## config.mk

```make
export PLATFORM = sky130hd
export DESIGN_NAME = swap_skip_table_xor_unit
export DESIGN_NICKNAME = d
export VERILOG_FILES = /design/src/design/nibble_skip_xor_alu.v /design/src/design/swap_skip_table_xor_unit.v
export VERILOG_INCLUDE_DIRS = /design/src /design/src/design
export SDC_FILE = /design/constraint.sdc
export NUM_CORES = 2
export LEC_CHECK = 0
export ABC_CLOCK_PERIOD_IN_PS = 31600
export BUFFER_PORTS_ARGS = -buffer_cell sky130_fd_sc_hd__buf_2
export CORE_MARGIN = 8
export CORE_UTILIZATION = 40
export CTS_CLUSTER_DIAMETER = 100
export DETAILED_ROUTE_END_ITERATION = 8
export GPL_TIMING_DRIVEN = 1
export PLACE_DENSITY = 0.66
export SLEW_MARGIN = 20
export SYNTH_ARGS = -nofsm -noshare
export SYNTH_HDL_FRONTEND = slang
export SYNTH_SLANG_ARGS = --single-unit
```

## constraint.sdc

```tcl
create_clock -name aclk -period 31.6 [get_ports aclk]
set_clock_uncertainty 0.2 [all_clocks]
set_input_delay 1.58 -clock aclk [delete_from_list [all_inputs] [get_ports aclk]]
set_output_delay 1.58 -clock aclk [all_outputs]
set_load 0.01 [all_outputs]
```

## src/design/exec_unit_defines.vh

```
`ifndef EXEC_UNIT_DEFINES_VH
`define EXEC_UNIT_DEFINES_VH

// ----------------------------------------------------------------
// register byte offsets
// ----------------------------------------------------------------
`define REG_INSTR   8'h00
`define REG_STAT    8'h04
`define REG_ACC     8'h08
`define REG_FLAGS   8'h0C
`define REG_TPLO    8'h10
`define REG_TPHI    8'h14
`define REG_THIGH   8'h18
`define REG_PAGE    8'h1C
`define REG_MADDR   8'h20
`define REG_MDATA   8'h24

// ----------------------------------------------------------------
// instruction word fields
// ----------------------------------------------------------------
`define OP_LSB      0
`define OP_W        4
`define BIT_LSB     4
`define BIT_W       3
`define MADR_LSB    8
`define IMM_LSB     16

// ----------------------------------------------------------------
// operation codes
// ----------------------------------------------------------------
`define OP_NOP      4'h0
`define OP_SWAP     4'h1
`define OP_SWAP_ACC 4'h2
`define OP_SKZ      4'h3
`define OP_SKZA     4'h4
`define OP_SKZBIT   4'h5
`define OP_TRD_PAIR 4'h6
`define OP_TRD_CUR  4'h7
`define OP_TRD_LAST 4'h8
`define OP_XORA     4'h9
`define OP_XOR_MEM  4'hA
`define OP_XORI     4'hB

// ----------------------------------------------------------------
// status bits, flag bits, reset values, bus answers
// ----------------------------------------------------------------
`define STAT_BUSY   0
`define STAT_SKIP   1
`define STAT_ILL    2
`define STAT_CYC    4
`define FLAG_Z      2
`define RST_BYTE    8'h00
`define RST_WORD    32'h0000_0000
`define RESP_OKAY   2'b00
`define RESP_SLVERR 2'b10
`define CYC_ONE     2'h1
`define CYC_TWO     2'h2

`endif

```

## src/design/nibble_skip_xor_alu.v

```verilog
`timescale 1ns/100ps
`default_nettype none
`include "exec_unit_defines.vh"

module nibble_skip_xor_alu (
    input  wire [3:0] op,
    input  wire [2:0] bit_sel,
    input  wire [7:0] mem_val,
    input  wire [7:0] acc_val,
    input  wire [7:0] imm_val,
    output reg  [7:0] res,
    output reg        wr_mem,
    output reg        wr_acc,
    output reg        z_upd,
    output reg        skip,
    output reg        is_table,
    output reg        illegal
);

    wire [7:0] swapped;
    wire       mem_zero;

    assign swapped  = {mem_val[3:0], mem_val[7:4]};
    assign mem_zero = (mem_val == 8'h00);

    always @* begin
        res      = 8'h00;
        wr_mem   = 1'b0;
        wr_acc   = 1'b0;
        z_upd    = 1'b0;
        skip     = 1'b0;
        is_table = 1'b0;
        illegal  = 1'b0;
        case (op)
            `OP_NOP: begin
            end
            `OP_SWAP: begin
                res    = swapped;
                wr_mem = 1'b1;
            end
            `OP_SWAP_ACC: begin
                res    = swapped;
                wr_acc = 1'b1;
            end
            `OP_SKZ: begin
                skip = mem_zero;
            end
            `OP_SKZA: begin
                res    = mem_val;
                wr_acc = 1'b1;
                skip   = mem_zero;
            end
            `OP_SKZBIT: begin
                skip = ~mem_val[bit_sel];
            end
            `OP_TRD_PAIR, `OP_TRD_CUR, `OP_TRD_LAST: begin
                is_table = 1'b1;
            end
            `OP_XORA: begin
                res    = acc_val ^ mem_val;
                wr_acc = 1'b1;
                z_upd  = 1'b1;
            end
            `OP_XOR_MEM: begin
                res    = acc_val ^ mem_val;
                wr_mem = 1'b1;
                z_upd  = 1'b1;
            end
            `OP_XORI: begin
                res    = acc_val ^ imm_val;
                wr_acc = 1'b1;
                z_upd  = 1'b1;
            end
            default: begin
                illegal = 1'b1;
            end
        endcase
    end

endmodule

`default_nettype wire

```

## src/design/swap_skip_table_xor_unit.v

```verilog
`timescale 1ns/100ps
`default_nettype none
`include "exec_unit_defines.vh"

module swap_skip_table_xor_unit #(
    parameter DM_AW = 8,
    parameter PM_AW = 16
) (
    input  wire             aclk,
    input  wire             aresetn,
    input  wire             ce,
    input  wire [7:0]       s_axi_awaddr,
    input  wire [2:0]       s_axi_awprot,
    input  wire             s_axi_awvalid,
    output reg              s_axi_awready,
    input  wire [31:0]      s_axi_wdata,
    input  wire [3:0]       s_axi_wstrb,
    input  wire             s_axi_wvalid,
    output reg              s_axi_wready,
    output reg  [1:0]       s_axi_bresp,
    output reg              s_axi_bvalid,
    input  wire             s_axi_bready,
    input  wire [7:0]       s_axi_araddr,
    input  wire [2:0]       s_axi_arprot,
    input  wire             s_axi_arvalid,
    output reg              s_axi_arready,
    output reg  [31:0]      s_axi_rdata,
    output reg  [1:0]       s_axi_rresp,
    output reg              s_axi_rvalid,
    input  wire             s_axi_rready,
    output reg  [PM_AW-1:0] pm_addr,
    output reg              pm_rd,
    input  wire [15:0]      pm_rdata,
    output reg              busy,
    output reg              skip_cycle
);

    // ----------------------------------------------------------------
    // execution states
    // ----------------------------------------------------------------
    localparam [2:0] S_IDLE  = 3'd0;
    localparam [2:0] S_EXEC  = 3'd1;
    localparam [2:0] S_DUMMY = 3'd2;
    localparam [2:0] S_TWAIT = 3'd3;
    localparam [2:0] S_TCAP  = 3'd4;
    localparam       PG_W    = PM_AW - 8;

    reg  [7:0]       dmem [0:(1<<DM_AW)-1];
    reg  [2:0]       state_q;
    reg  [23:0]      instr_q;
    reg  [7:0]       acc_q;
    reg  [7:0]       flags_q;
    reg  [7:0]       tplo_q;
    reg  [7:0]       tphi_q;
    reg  [7:0]       thigh_q;
    reg  [PG_W-1:0]  page_q;
    reg  [DM_AW-1:0] maddr_q;
    reg              skip_seen_q;
    reg              ill_q;
    reg  [1:0]       cyc_q;
    reg              aw_have_q;
    reg  [7:0]       aw_addr_q;
    reg              w_have_q;
    reg  [31:0]      w_data_q;
    reg  [3:0]       w_strb_q;

    wire [3:0]       op;
    wire [2:0]       bit_sel;
    wire [DM_AW-1:0] op_addr;
    wire [7:0]       imm_val;
    wire [7:0]       mem_val;
    wire [7:0]       alu_res;
    wire             alu_wr_mem;
    wire             alu_wr_acc;
    wire             alu_z_upd;
    wire             alu_skip;
    wire             alu_table;
    wire             alu_ill;
    wire             wr_fire;
    wire [31:0]      wmask;
    wire [31:0]      wval;
    wire             exec_now;

    reg              dm_we;
    reg  [DM_AW-1:0] dm_wa;
    reg  [7:0]       dm_wd;
    reg              wr_ok;
    reg  [31:0]      rd_val;
    reg              rd_ok;
    reg  [PM_AW-1:0] tbl_addr;

    assign op       = instr_q[`OP_LSB +: `OP_W];
    assign bit_sel  = instr_q[`BIT_LSB +: `BIT_W];
    assign op_addr  = instr_q[`MADR_LSB +: DM_AW];
    assign imm_val  = instr_q[`IMM_LSB +: 8];
    assign mem_val  = dmem[op_addr];
    assign exec_now = (state_q == S_EXEC);

    // ----------------------------------------------------------------
    // operation datapath
    // ----------------------------------------------------------------
    nibble_skip_xor_alu alu (
        .op       (op),
        .bit_sel  (bit_sel),
        .mem_val  (mem_val),
        .acc_val  (acc_q),
        .imm_val  (imm_val),
        .res      (alu_res),
        .wr_mem   (alu_wr_mem),
        .wr_acc   (alu_wr_acc),
        .z_upd    (alu_z_upd),
        .skip     (alu_skip),
        .is_table (alu_table),
        .illegal  (alu_ill)
    );

    // ----------------------------------------------------------------
    // program memory address for the three table reads
    // ----------------------------------------------------------------
    always @* begin
        case (op)
            `OP_TRD_PAIR: tbl_addr = {tphi_q[PG_W-1:0], tplo_q};
            `OP_TRD_CUR:  tbl_addr = {page_q, tplo_q};
            `OP_TRD_LAST: tbl_addr = {{PG_W{1'b1}}, tplo_q};
            default:      tbl_addr = {PM_AW{1'b0}};
        endcase
    end

    // ----------------------------------------------------------------
    // bus write decode
    // ----------------------------------------------------------------
    assign wr_fire = aw_have_q & w_have_q & ~s_axi_bvalid;
    assign wmask   = {{8{w_strb_q[3]}}, {8{w_strb_q[2]}},
                      {8{w_strb_q[1]}}, {8{w_strb_q[0]}}};
    assign wval    = w_data_q & wmask;

    // writes that would race the running instruction are refused
    always @* begin
        case (aw_addr_q)
            `REG_INSTR, `REG_ACC, `REG_FLAGS, `REG_TPLO, `REG_TPHI,
            `REG_THIGH, `REG_PAGE, `REG_MADDR, `REG_MDATA:
                wr_ok = ~busy;
            default:
                wr_ok = 1'b0;
        endcase
    end

    // ----------------------------------------------------------------
    // data memory write port, one writer at a time
    // ----------------------------------------------------------------
    always @* begin
        dm_we = 1'b0;
        dm_wa = op_addr;
        dm_wd = alu_res;
        if (exec_now && alu_wr_mem) begin
            dm_we = 1'b1;
        end else if (state_q == S_TCAP) begin
            dm_we = 1'b1;
            dm_wd = pm_rdata[7:0];
        end else if (wr_fire && wr_ok && aw_addr_q == `REG_MDATA
                     && w_strb_q[0]) begin
            dm_we = 1'b1;
            dm_wa = maddr_q;
            dm_wd = w_data_q[7:0];
        end
    end

    always @(posedge aclk) begin
        if (ce && dm_we) begin
            dmem[dm_wa] <= dm_wd;
        end
    end

    // ----------------------------------------------------------------
    // bus read decode
    // ----------------------------------------------------------------
    always @* begin
        rd_val = `RST_WORD;
        rd_ok  = 1'b1;
        case (s_axi_araddr)
            `REG_INSTR: rd_val[23:0] = instr_q;
            `REG_STAT: begin
                rd_val[`STAT_BUSY]     = busy;
                rd_val[`STAT_SKIP]     = skip_seen_q;
                rd_val[`STAT_ILL]      = ill_q;
                rd_val[`STAT_CYC +: 2] = cyc_q;
            end
            `REG_ACC:   rd_val[7:0] = acc_q;
            `REG_FLAGS: rd_val[7:0] = flags_q;
            `REG_TPLO:  rd_val[7:0] = tplo_q;
            `REG_TPHI:  rd_val[7:0] = tphi_q;
            `REG_THIGH: rd_val[7:0] = thigh_q;
            `REG_PAGE:  rd_val[PG_W-1:0] = page_q;
            `REG_MADDR: rd_val[DM_AW-1:0] = maddr_q;
            `REG_MDATA: rd_val[7:0] = dmem[maddr_q];
            default:    rd_ok = 1'b0;
        endcase
    end

    // ----------------------------------------------------------------
    // bus handshakes: address and data may arrive in either order
    // ----------------------------------------------------------------
    always @(posedge aclk) begin
        if (!aresetn) begin
            s_axi_awready <= 1'b1;
            s_axi_wready  <= 1'b1;
            s_axi_bvalid  <= 1'b0;
            s_axi_bresp   <= `RESP_OKAY;
            s_axi_arready <= 1'b1;
            s_axi_rvalid  <= 1'b0;
            s_axi_rresp   <= `RESP_OKAY;
            s_axi_rdata   <= `RST_WORD;
            aw_have_q     <= 1'b0;
            aw_addr_q     <= 8'h00;
            w_have_q      <= 1'b0;
            w_data_q      <= `RST_WORD;
            w_strb_q      <= 4'h0;
        end else if (ce) begin
            if (s_axi_awvalid && s_axi_awready) begin
                aw_have_q     <= 1'b1;
                aw_addr_q     <= {s_axi_awaddr[7:2], 2'b00};
                s_axi_awready <= 1'b0;
            end
            if (s_axi_wvalid && s_axi_wready) begin
                w_have_q     <= 1'b1;
                w_data_q     <= s_axi_wdata;
                w_strb_q     <= s_axi_wstrb;
                s_axi_wready <= 1'b0;
            end
            if (wr_fire) begin
                aw_have_q    <= 1'b0;
                w_have_q     <= 1'b0;
                s_axi_bvalid <= 1'b1;
                s_axi_bresp  <= wr_ok ? `RESP_OKAY : `RESP_SLVERR;
            end
            if (s_axi_bvalid && s_axi_bready) begin
                s_axi_bvalid  <= 1'b0;
                s_axi_awready <= 1'b1;
                s_axi_wready  <= 1'b1;
            end
            if (s_axi_arvalid && s_axi_arready) begin
                s_axi_arready <= 1'b0;
                s_axi_rvalid  <= 1'b1;
                s_axi_rdata   <= rd_val;
                s_axi_rresp   <= rd_ok ? `RESP_OKAY : `RESP_SLVERR;
            end
            if (s_axi_rvalid && s_axi_rready) begin
                s_axi_rvalid  <= 1'b0;
                s_axi_arready <= 1'b1;
            end
        end
    end

    // ----------------------------------------------------------------
    // register file and instruction sequencer
    // ----------------------------------------------------------------
    always @(posedge aclk) begin
        if (!aresetn) begin
            state_q     <= S_IDLE;
            instr_q     <= 24'h00_0000;
            acc_q       <= `RST_BYTE;
            flags_q     <= `RST_BYTE;
            tplo_q      <= `RST_BYTE;
            tphi_q      <= `RST_BYTE;
            thigh_q     <= `RST_BYTE;
            page_q      <= {PG_W{1'b0}};
            maddr_q     <= {DM_AW{1'b0}};
            skip_seen_q <= 1'b0;
            ill_q       <= 1'b0;
            cyc_q       <= 2'h0;
            pm_addr     <= {PM_AW{1'b0}};
            pm_rd       <= 1'b0;
            busy        <= 1'b0;
            skip_cycle  <= 1'b0;
        end else if (ce) begin
            if (wr_fire && wr_ok) begin
                case (aw_addr_q)
                    `REG_INSTR: begin
                        instr_q <= (instr_q & ~wmask[23:0]) | wval[23:0];
                        state_q <= S_EXEC;
                        busy    <= 1'b1;
                    end
                    `REG_ACC:   if (w_strb_q[0]) acc_q   <= w_data_q[7:0];
                    `REG_FLAGS: if (w_strb_q[0]) flags_q <= w_data_q[7:0];
                    `REG_TPLO:  if (w_strb_q[0]) tplo_q  <= w_data_q[7:0];
                    `REG_TPHI:  if (w_strb_q[0]) tphi_q  <= w_data_q[7:0];
                    `REG_THIGH: if (w_strb_q[0]) thigh_q <= w_data_q[7:0];
                    `REG_PAGE:  if (w_strb_q[0]) page_q  <= w_data_q[PG_W-1:0];
                    `REG_MADDR: if (w_strb_q[0]) maddr_q <= w_data_q[DM_AW-1:0];
                    default: begin
                    end
                endcase
            end
            case (state_q)
                S_IDLE: begin
                end
                S_EXEC: begin
                    ill_q <= alu_ill;
                    if (alu_wr_acc) begin
                        acc_q <= alu_res;
                    end
                    if (alu_z_upd) begin
                        flags_q[`FLAG_Z] <= (alu_res == 8'h00);
                    end
                    if (alu_table) begin
                        // pointers are only read here, never stepped
                        pm_addr     <= tbl_addr;
                        pm_rd       <= 1'b1;
                        skip_seen_q <= 1'b0;
                        state_q     <= S_TWAIT;
                    end else if (alu_skip) begin
                        // the skipped fetch becomes a dummy cycle
                        skip_cycle  <= 1'b1;
                        skip_seen_q <= 1'b1;
                        cyc_q       <= `CYC_TWO;
                        state_q     <= S_DUMMY;
                    end else begin
                        skip_seen_q <= 1'b0;
                        cyc_q       <= `CYC_ONE;
                        busy        <= 1'b0;
                        state_q     <= S_IDLE;
                    end
                end
                S_DUMMY: begin
                    skip_cycle <= 1'b0;
                    busy       <= 1'b0;
                    state_q    <= S_IDLE;
                end
                S_TWAIT: begin
                    pm_rd   <= 1'b0;
                    state_q <= S_TCAP;
                end
                S_TCAP: begin
                    thigh_q <= pm_rdata[15:8];
                    cyc_q   <= `CYC_TWO;
                    busy    <= 1'b0;
                    state_q <= S_IDLE;
                end
                default: begin
                    busy    <= 1'b0;
                    state_q <= S_IDLE;
                end
            endcase
        end
    end

endmodule

`default_nettype wire

```

# Yosys cells after proc, flatten, opt, wreduce, memory -nomap -nowiden
# Memory sizes are Yosys's and may differ from the RTL's. A register that Yosys moved wholly into a read port is not among the register bits.
# Cells that the tools add are included.
# op_classes
n_lt_le_gt_ge	1
eq_ne	37
muxes	82
bitwise	11
n_reduce_logical	62
# ops
op	n
two-way mux 8 bit	19
AND 24 bit	2
one-hot mux 16 bit (3 select lines)	1
two-way mux 1 bit	38
equality test 8 x 5 -> 1 bit (second input constant)	4
logical NOT 8 bit	4
one-hot mux 8 bit (4 select lines)	1
one-hot mux 3 bit (10 select lines)	1
AND reduction 4 bit	7
equality test 6 x 3 -> 1 bit (second input constant)	4
inverter 24 bit	1
OR 24 bit	1
nonzero test 2 bit	12
AND reduction 2 bit	11
one-hot mux 2 bit (10 select lines)	1
one-hot mux 2 bit (9 select lines)	1
equality test 4 x 3 -> 1 bit (second input constant)	4
equality test 4 bit (second input constant)	4
equality test 8 x 4 -> 1 bit (second input constant)	2
equality test 8 x 6 -> 1 bit (second input constant)	2
two-way mux 16 bit	1
XOR 8 bit	2
two-way mux 3 bit	5
AND reduction 3 bit	5
28 further kinds	60
# totals
register_bits	174
mem_bits_rw	2048
inputBits	82
output_inout_bits	60
mem_count	1
# mem_list
memory	words	word_bits	rd	rd_clocked_by_memory_dff	write_ports	line_no	text
dmem	256	8	2	2	1	swap_skip_table_xor_unit.v:48	reg [7:0] dmem [0:(1<<DM_AW)-1];

# Longest topological paths before layout
# depth
depth_word	12
mapped_depth	18
ltp_nobuf	11

# Cells and area by module
# A second synthesis with hierarchy kept.
# unflattened
hier_cells	5620
area_unflattened_um2	104028.5
# by_module_without_submodules
module	instances	cells_per_inst	area_per_inst_um2
swap_skip_table_xor_unit	1	5555	103511.8
nibble_skip_xor_alu	1	65	516.7

# Worst setup path before layout
# OpenSTA, ideal clock, no wires.
# synth_timing
path_type	register to register
startpoint	register with a tool-made name
endpoint	memory dmem[0][1] (data pin)
setup_time_ns	2.187
arrival_time_ns	12.933
required_time_ns	29.213
setup_slack_ns	16.279
path_stages_with_launch	16
synth_period_minus_slack_ns	15.321
path_cell_list	dfxtp_1 > buf_2 > buf_4 > buf_6 > buf_2 > buf_2 > buf_1 > mux4_2 > a22oi_1 > nand2_1 > a221o_2 > nand4_4 > xnor2_1 > a211o_1 > a22oi_1 > o21ai_0
# synth_rtl
element	line_no
to (decl)	swap_skip_table_xor_unit.v:48

==> out/results.md <==
### Setup path
* required time at the endpoint of the critical path: 32.07 ns
* R2R setup slack: 22.56 ns
* Critical Path AT: 9.51 ns
* worst path cell trace: buf_4, buf_4, buf_4, mux4_2, a22oi_1, a21oi_1, or4_1, nand3_2, xnor2_1, a211oi_1, o22ai_4, buf_4, buf_4, buf_4, buf_12
* r2r endpoint: dmem[164][5]$_DFFE_PP_
* critical path capture point type: flop
* Worst Setup Start Kind: flop
* most used cell along the critical path: buf_4
* worst-path fanout max: 81
* path depth of the worst reg2reg path: 15
* number of buffer and inverter instances along the worst setup path: 7
* highest-delay cell along the critical path: buf_4
* category of the critical setup timing path: flop to flop
* Worst path max stage delay: 0.83 ns
* family with the most delay on the worst path: buffers and inverters

### Synth
* flip-flop cell with the highest count after synthesis: edfxtp_1
* asr flop ratio synth: 0%
* Syn Inst Count: 5607
* number of different library cells in the post-synthesis netlist: 86
* post-synth design cell area: 103600 um^2
* Syn Area/Cell: 18.47 um^2
* number of enable-type register cells in the synthesized netlist: 2048
* YS warnings: 0
* dominant cell by count in the synthesized netlist: edfxtp_1
* part of the Yosys area used for sequential elements: 63.02%
* xor-xnor portion of the synthesized cell area: 0.1522%
* Post-synth top cells: 2048 x edfxtp_1, 1115 x mux4_2, 367 x nor2_1
* arithmetic-cell share of the synthesized area counting full adders, half adders and majority gates: 0%
* fraction of synthesized cell area taken by the top area cell type: 59.38%
* compound-gate portion of the synthesized area: 3.975%
* synthesized flop and latch total: 2236
* Simple-Gate Fraction of Synth Area: 3.903%
* synth top area cells: edfxtp_1 59%, mux4_2 24%, dfxtp_1 3.6%, mux2i_1 1.9%, a22oi_1 1.3%
* post-synth top area cell: edfxtp_1
* multiplexer area fraction after synthesis: 26.60%
* combinational family with the most area after synthesis: multiplexers

### Finish
* Area Overhead vs Synth: 10.88%
* design area: 114800 um^2
* share of post-route cells with drive strength above 1: 30.92%
* count of fill cells added during filler insertion: 21830
* Post-layout nets: 5707

### Detailed routing
* violation count after the first detailed-routing iteration: 8401
* total DRC errors in the routed layout: 0
* detailed-route via count: 59580
* DR vias/cell: 6.460
* total detailed-routing wirelength: 308500 um
* residual antenna-violating net count after detailed routing: 0
* Initial DRT Pass Iterations: 7
* Wirelength per Cell: 33.45 um

### GRT
* met3 Track Usage GR: 5.318%
* number of global-route vias before repair: 58870
* overall fraction of global-route tracks in use: 21.66%
* first-pass GRT wire length: 437000 um
* met1 Usage GRT: 29.62%
* met2 global-route usage: 33.22%
* busiest layer in global routing: met2
* antenna violations before repair: 13
* pin count of the biggest net entering global routing: 257
* overall overflow remaining after global route: 0

### CTS
* Root Driver: clkbuf_16
* hold-fix buffers at CTS: 0
* clock sink total: 2236
* CTS tree: yes
* Clock Latency Late Sink: 0.90 ns
* post-CTS repair timing setup buffer count: 0
* Clock Pin Slew Worst Setup and Hold Paths: 0.07 ns
* number of buffers created by CTS: 220
* Resized Gates After CTS: 0
* number of levels in the clock H-tree: 4
* maximum count of clock buffers along a single path: 3

### Timing
* Worst Tran Pin Value: 1.351 ns
* final sum of negative setup slack: 0 ns
* final count of hold timing violations: 0
* worst hold slack: 0.2547 ns
* headroom to the max-slew limit: 9.944%
* Period minus WS final: 9.037 ns
* max-slew violation count: 0
* setup repair after global routing missed its margin: no
* Setup Viol. Count Final: 0
* Max Freq: 110.7 MHz
* crit share post-route: 28.60%

### Power
* combinational share of power: 0.4%
* net switching share of the total power: 19.77%
* largest vdd supply drop: 0.04874 mV
* standby leakage power: 0.02727 uW
* Power Density: 51.21 nW/um^2
* overall power of the completed layout: 5880 uW
* internal power: 4718 uW
* portion of total power attributed to the clock network: 45.4%
* Net Sw Power: 1163 uW
* part of the total power dissipated in sequential elements: 54.2%

### Floorplanning
* Placement Rows: 187
* Placeable Area: 258500 um^2
* floorplan die width: 524.8 um
* die footprint: 275400 um^2
* I/O Pins: 142
* initial core utilization: 40.06%
* chip height: 524.8 um

### Min path
* count of cells along the worst hold path: 2
* Hold Startpoint: s_axi_rdata[12]$_SDFFE_PN0P_
* path type of the worst min-delay path: flop to flop
* worst hold path endpoint: s_axi_rdata[12]$_SDFFE_PN0P_

### Status
* run status: finished clean

### Place
* number of buffers added on ports: 114
* Post-DP HPWL: 198700 um
* global placer's final weighted congestion: 0.9204
* post-place instance area: 107400 um^2

### Job
* maximum capacitance violations: 0

worst max path at each step:
stage / startpoint / endpoint / slack (ns) / depth (start not counted)
final: flop / dmem[164][5]$_DFFE_PP_ / 22.56 / 15
after global routing: flop / dmem[43][5]$_DFFE_PP_ / 22.21 / 15
after detailed placement: flop / dmem[40][5]$_DFFE_PP_ / 22.33 / 14
after floorplan: flop / dmem[0][1]$_DFFE_PP_ / 16.28 / 15
after CTS: flop / dmem[40][5]$_DFFE_PP_ / 22.30 / 14
after global placement: flop / dmem[40][5]$_DFFE_PP_ / 22.55 / 14
metrics by stage:
step / utilization, % / instances / setup WS, ns
floorplan: - / 5616 / 16.28
global placement: 41.52 / 8799 / 22.55
detailed placement: 41.54 / 8801 / 22.33
CTS: 44.35 / 9210 / 22.30
global route: 44.41 / 9215 / 22.21
finish: 44.41 / 9223 / 22.56
placed cells by master, fill, tap and decap left out, types with 51 or more instances in the layout:
cell / synthesis / final
clkinv_1: 1 / 51
buf_4: 25 / 114
clkbuf_1: 243 / 52
clkbuf_16: 0 / 222
nor2_1: 367 / 340
edfxtp_1: 2048 / 2048
mux2i_1: 201 / 201
a21oi_1: 179 / 179
nand2_1: 321 / 307
nand3_1: 66 / 64
a22oi_1: 185 / 185
mux4_2: 1115 / 1115
buf_2: 64 / 115
dfxtp_1: 188 / 178
flip-flops by register name (all words and copies together) (netlist names), 16 cells and up, named ones only:
signal	flops
pm_addr	16
w_data_q	24
dmem	2048
s_axi_rdata	24
power groups by stage:
stage	clock network (uW)	registers (uW)	logic [uW]
6_report	2670	3190	21.9
4_1_cts	2700	3190	21.4
3_5_place_dp	0	3250	21.2
2_1_floorplan	0	3250	13.9
5_1_grt	2800	3180	23.9
3_3_place_gp	0	3250	21.1
per-layer routing:
| layer | up-vias | wire, um |
|---|---|---|
| met3 | 630 | 34220 |
| met1 | 31580 | 117200 |
| met5 | - | 16 |
| met2 | 3674 | 142300 |
| met4 | 4 | 14710 |
| li1 | 23690 | - |
cell families after synthesis:
group | after synthesis
DFF | 2236
other | 1
muxes | 1341
and+or+nand+nor | 919
AOI/OAI and AO/OA | 611
xor gates and xnor gates | 18
buffers and inverters | 481
cell type report:
cell class	instances	area (um^2)	area share (%)
antenna	9	22.52	0.01961
clock buffer	279	5819	5.068
clock inverter	130	1439	1.253
inverter	27	103.9	0.09044
multi-input combinational	2899	36200	31.53
sequential	2236	65290	56.86
tap	3402	4257	3.707
timing repair buffer	241	1694	1.475
worst reg2reg max path, stage by stage (launching register included):
cell,delay (ns)
dfxtp_4,0.75
buf_4,0.74
buf_4,0.75
buf_4,0.76
mux4_2,0.63
a22oi_1,0.31
a21oi_1,0.29
or4_1,0.63
nand3_2,0.29
xnor2_1,0.15
a211oi_1,0.19
o22ai_4,0.54
buf_4,0.64
buf_4,0.95
buf_4,0.64
buf_12,0.34
No activity file was read; power rests on OpenSTA's default activity.
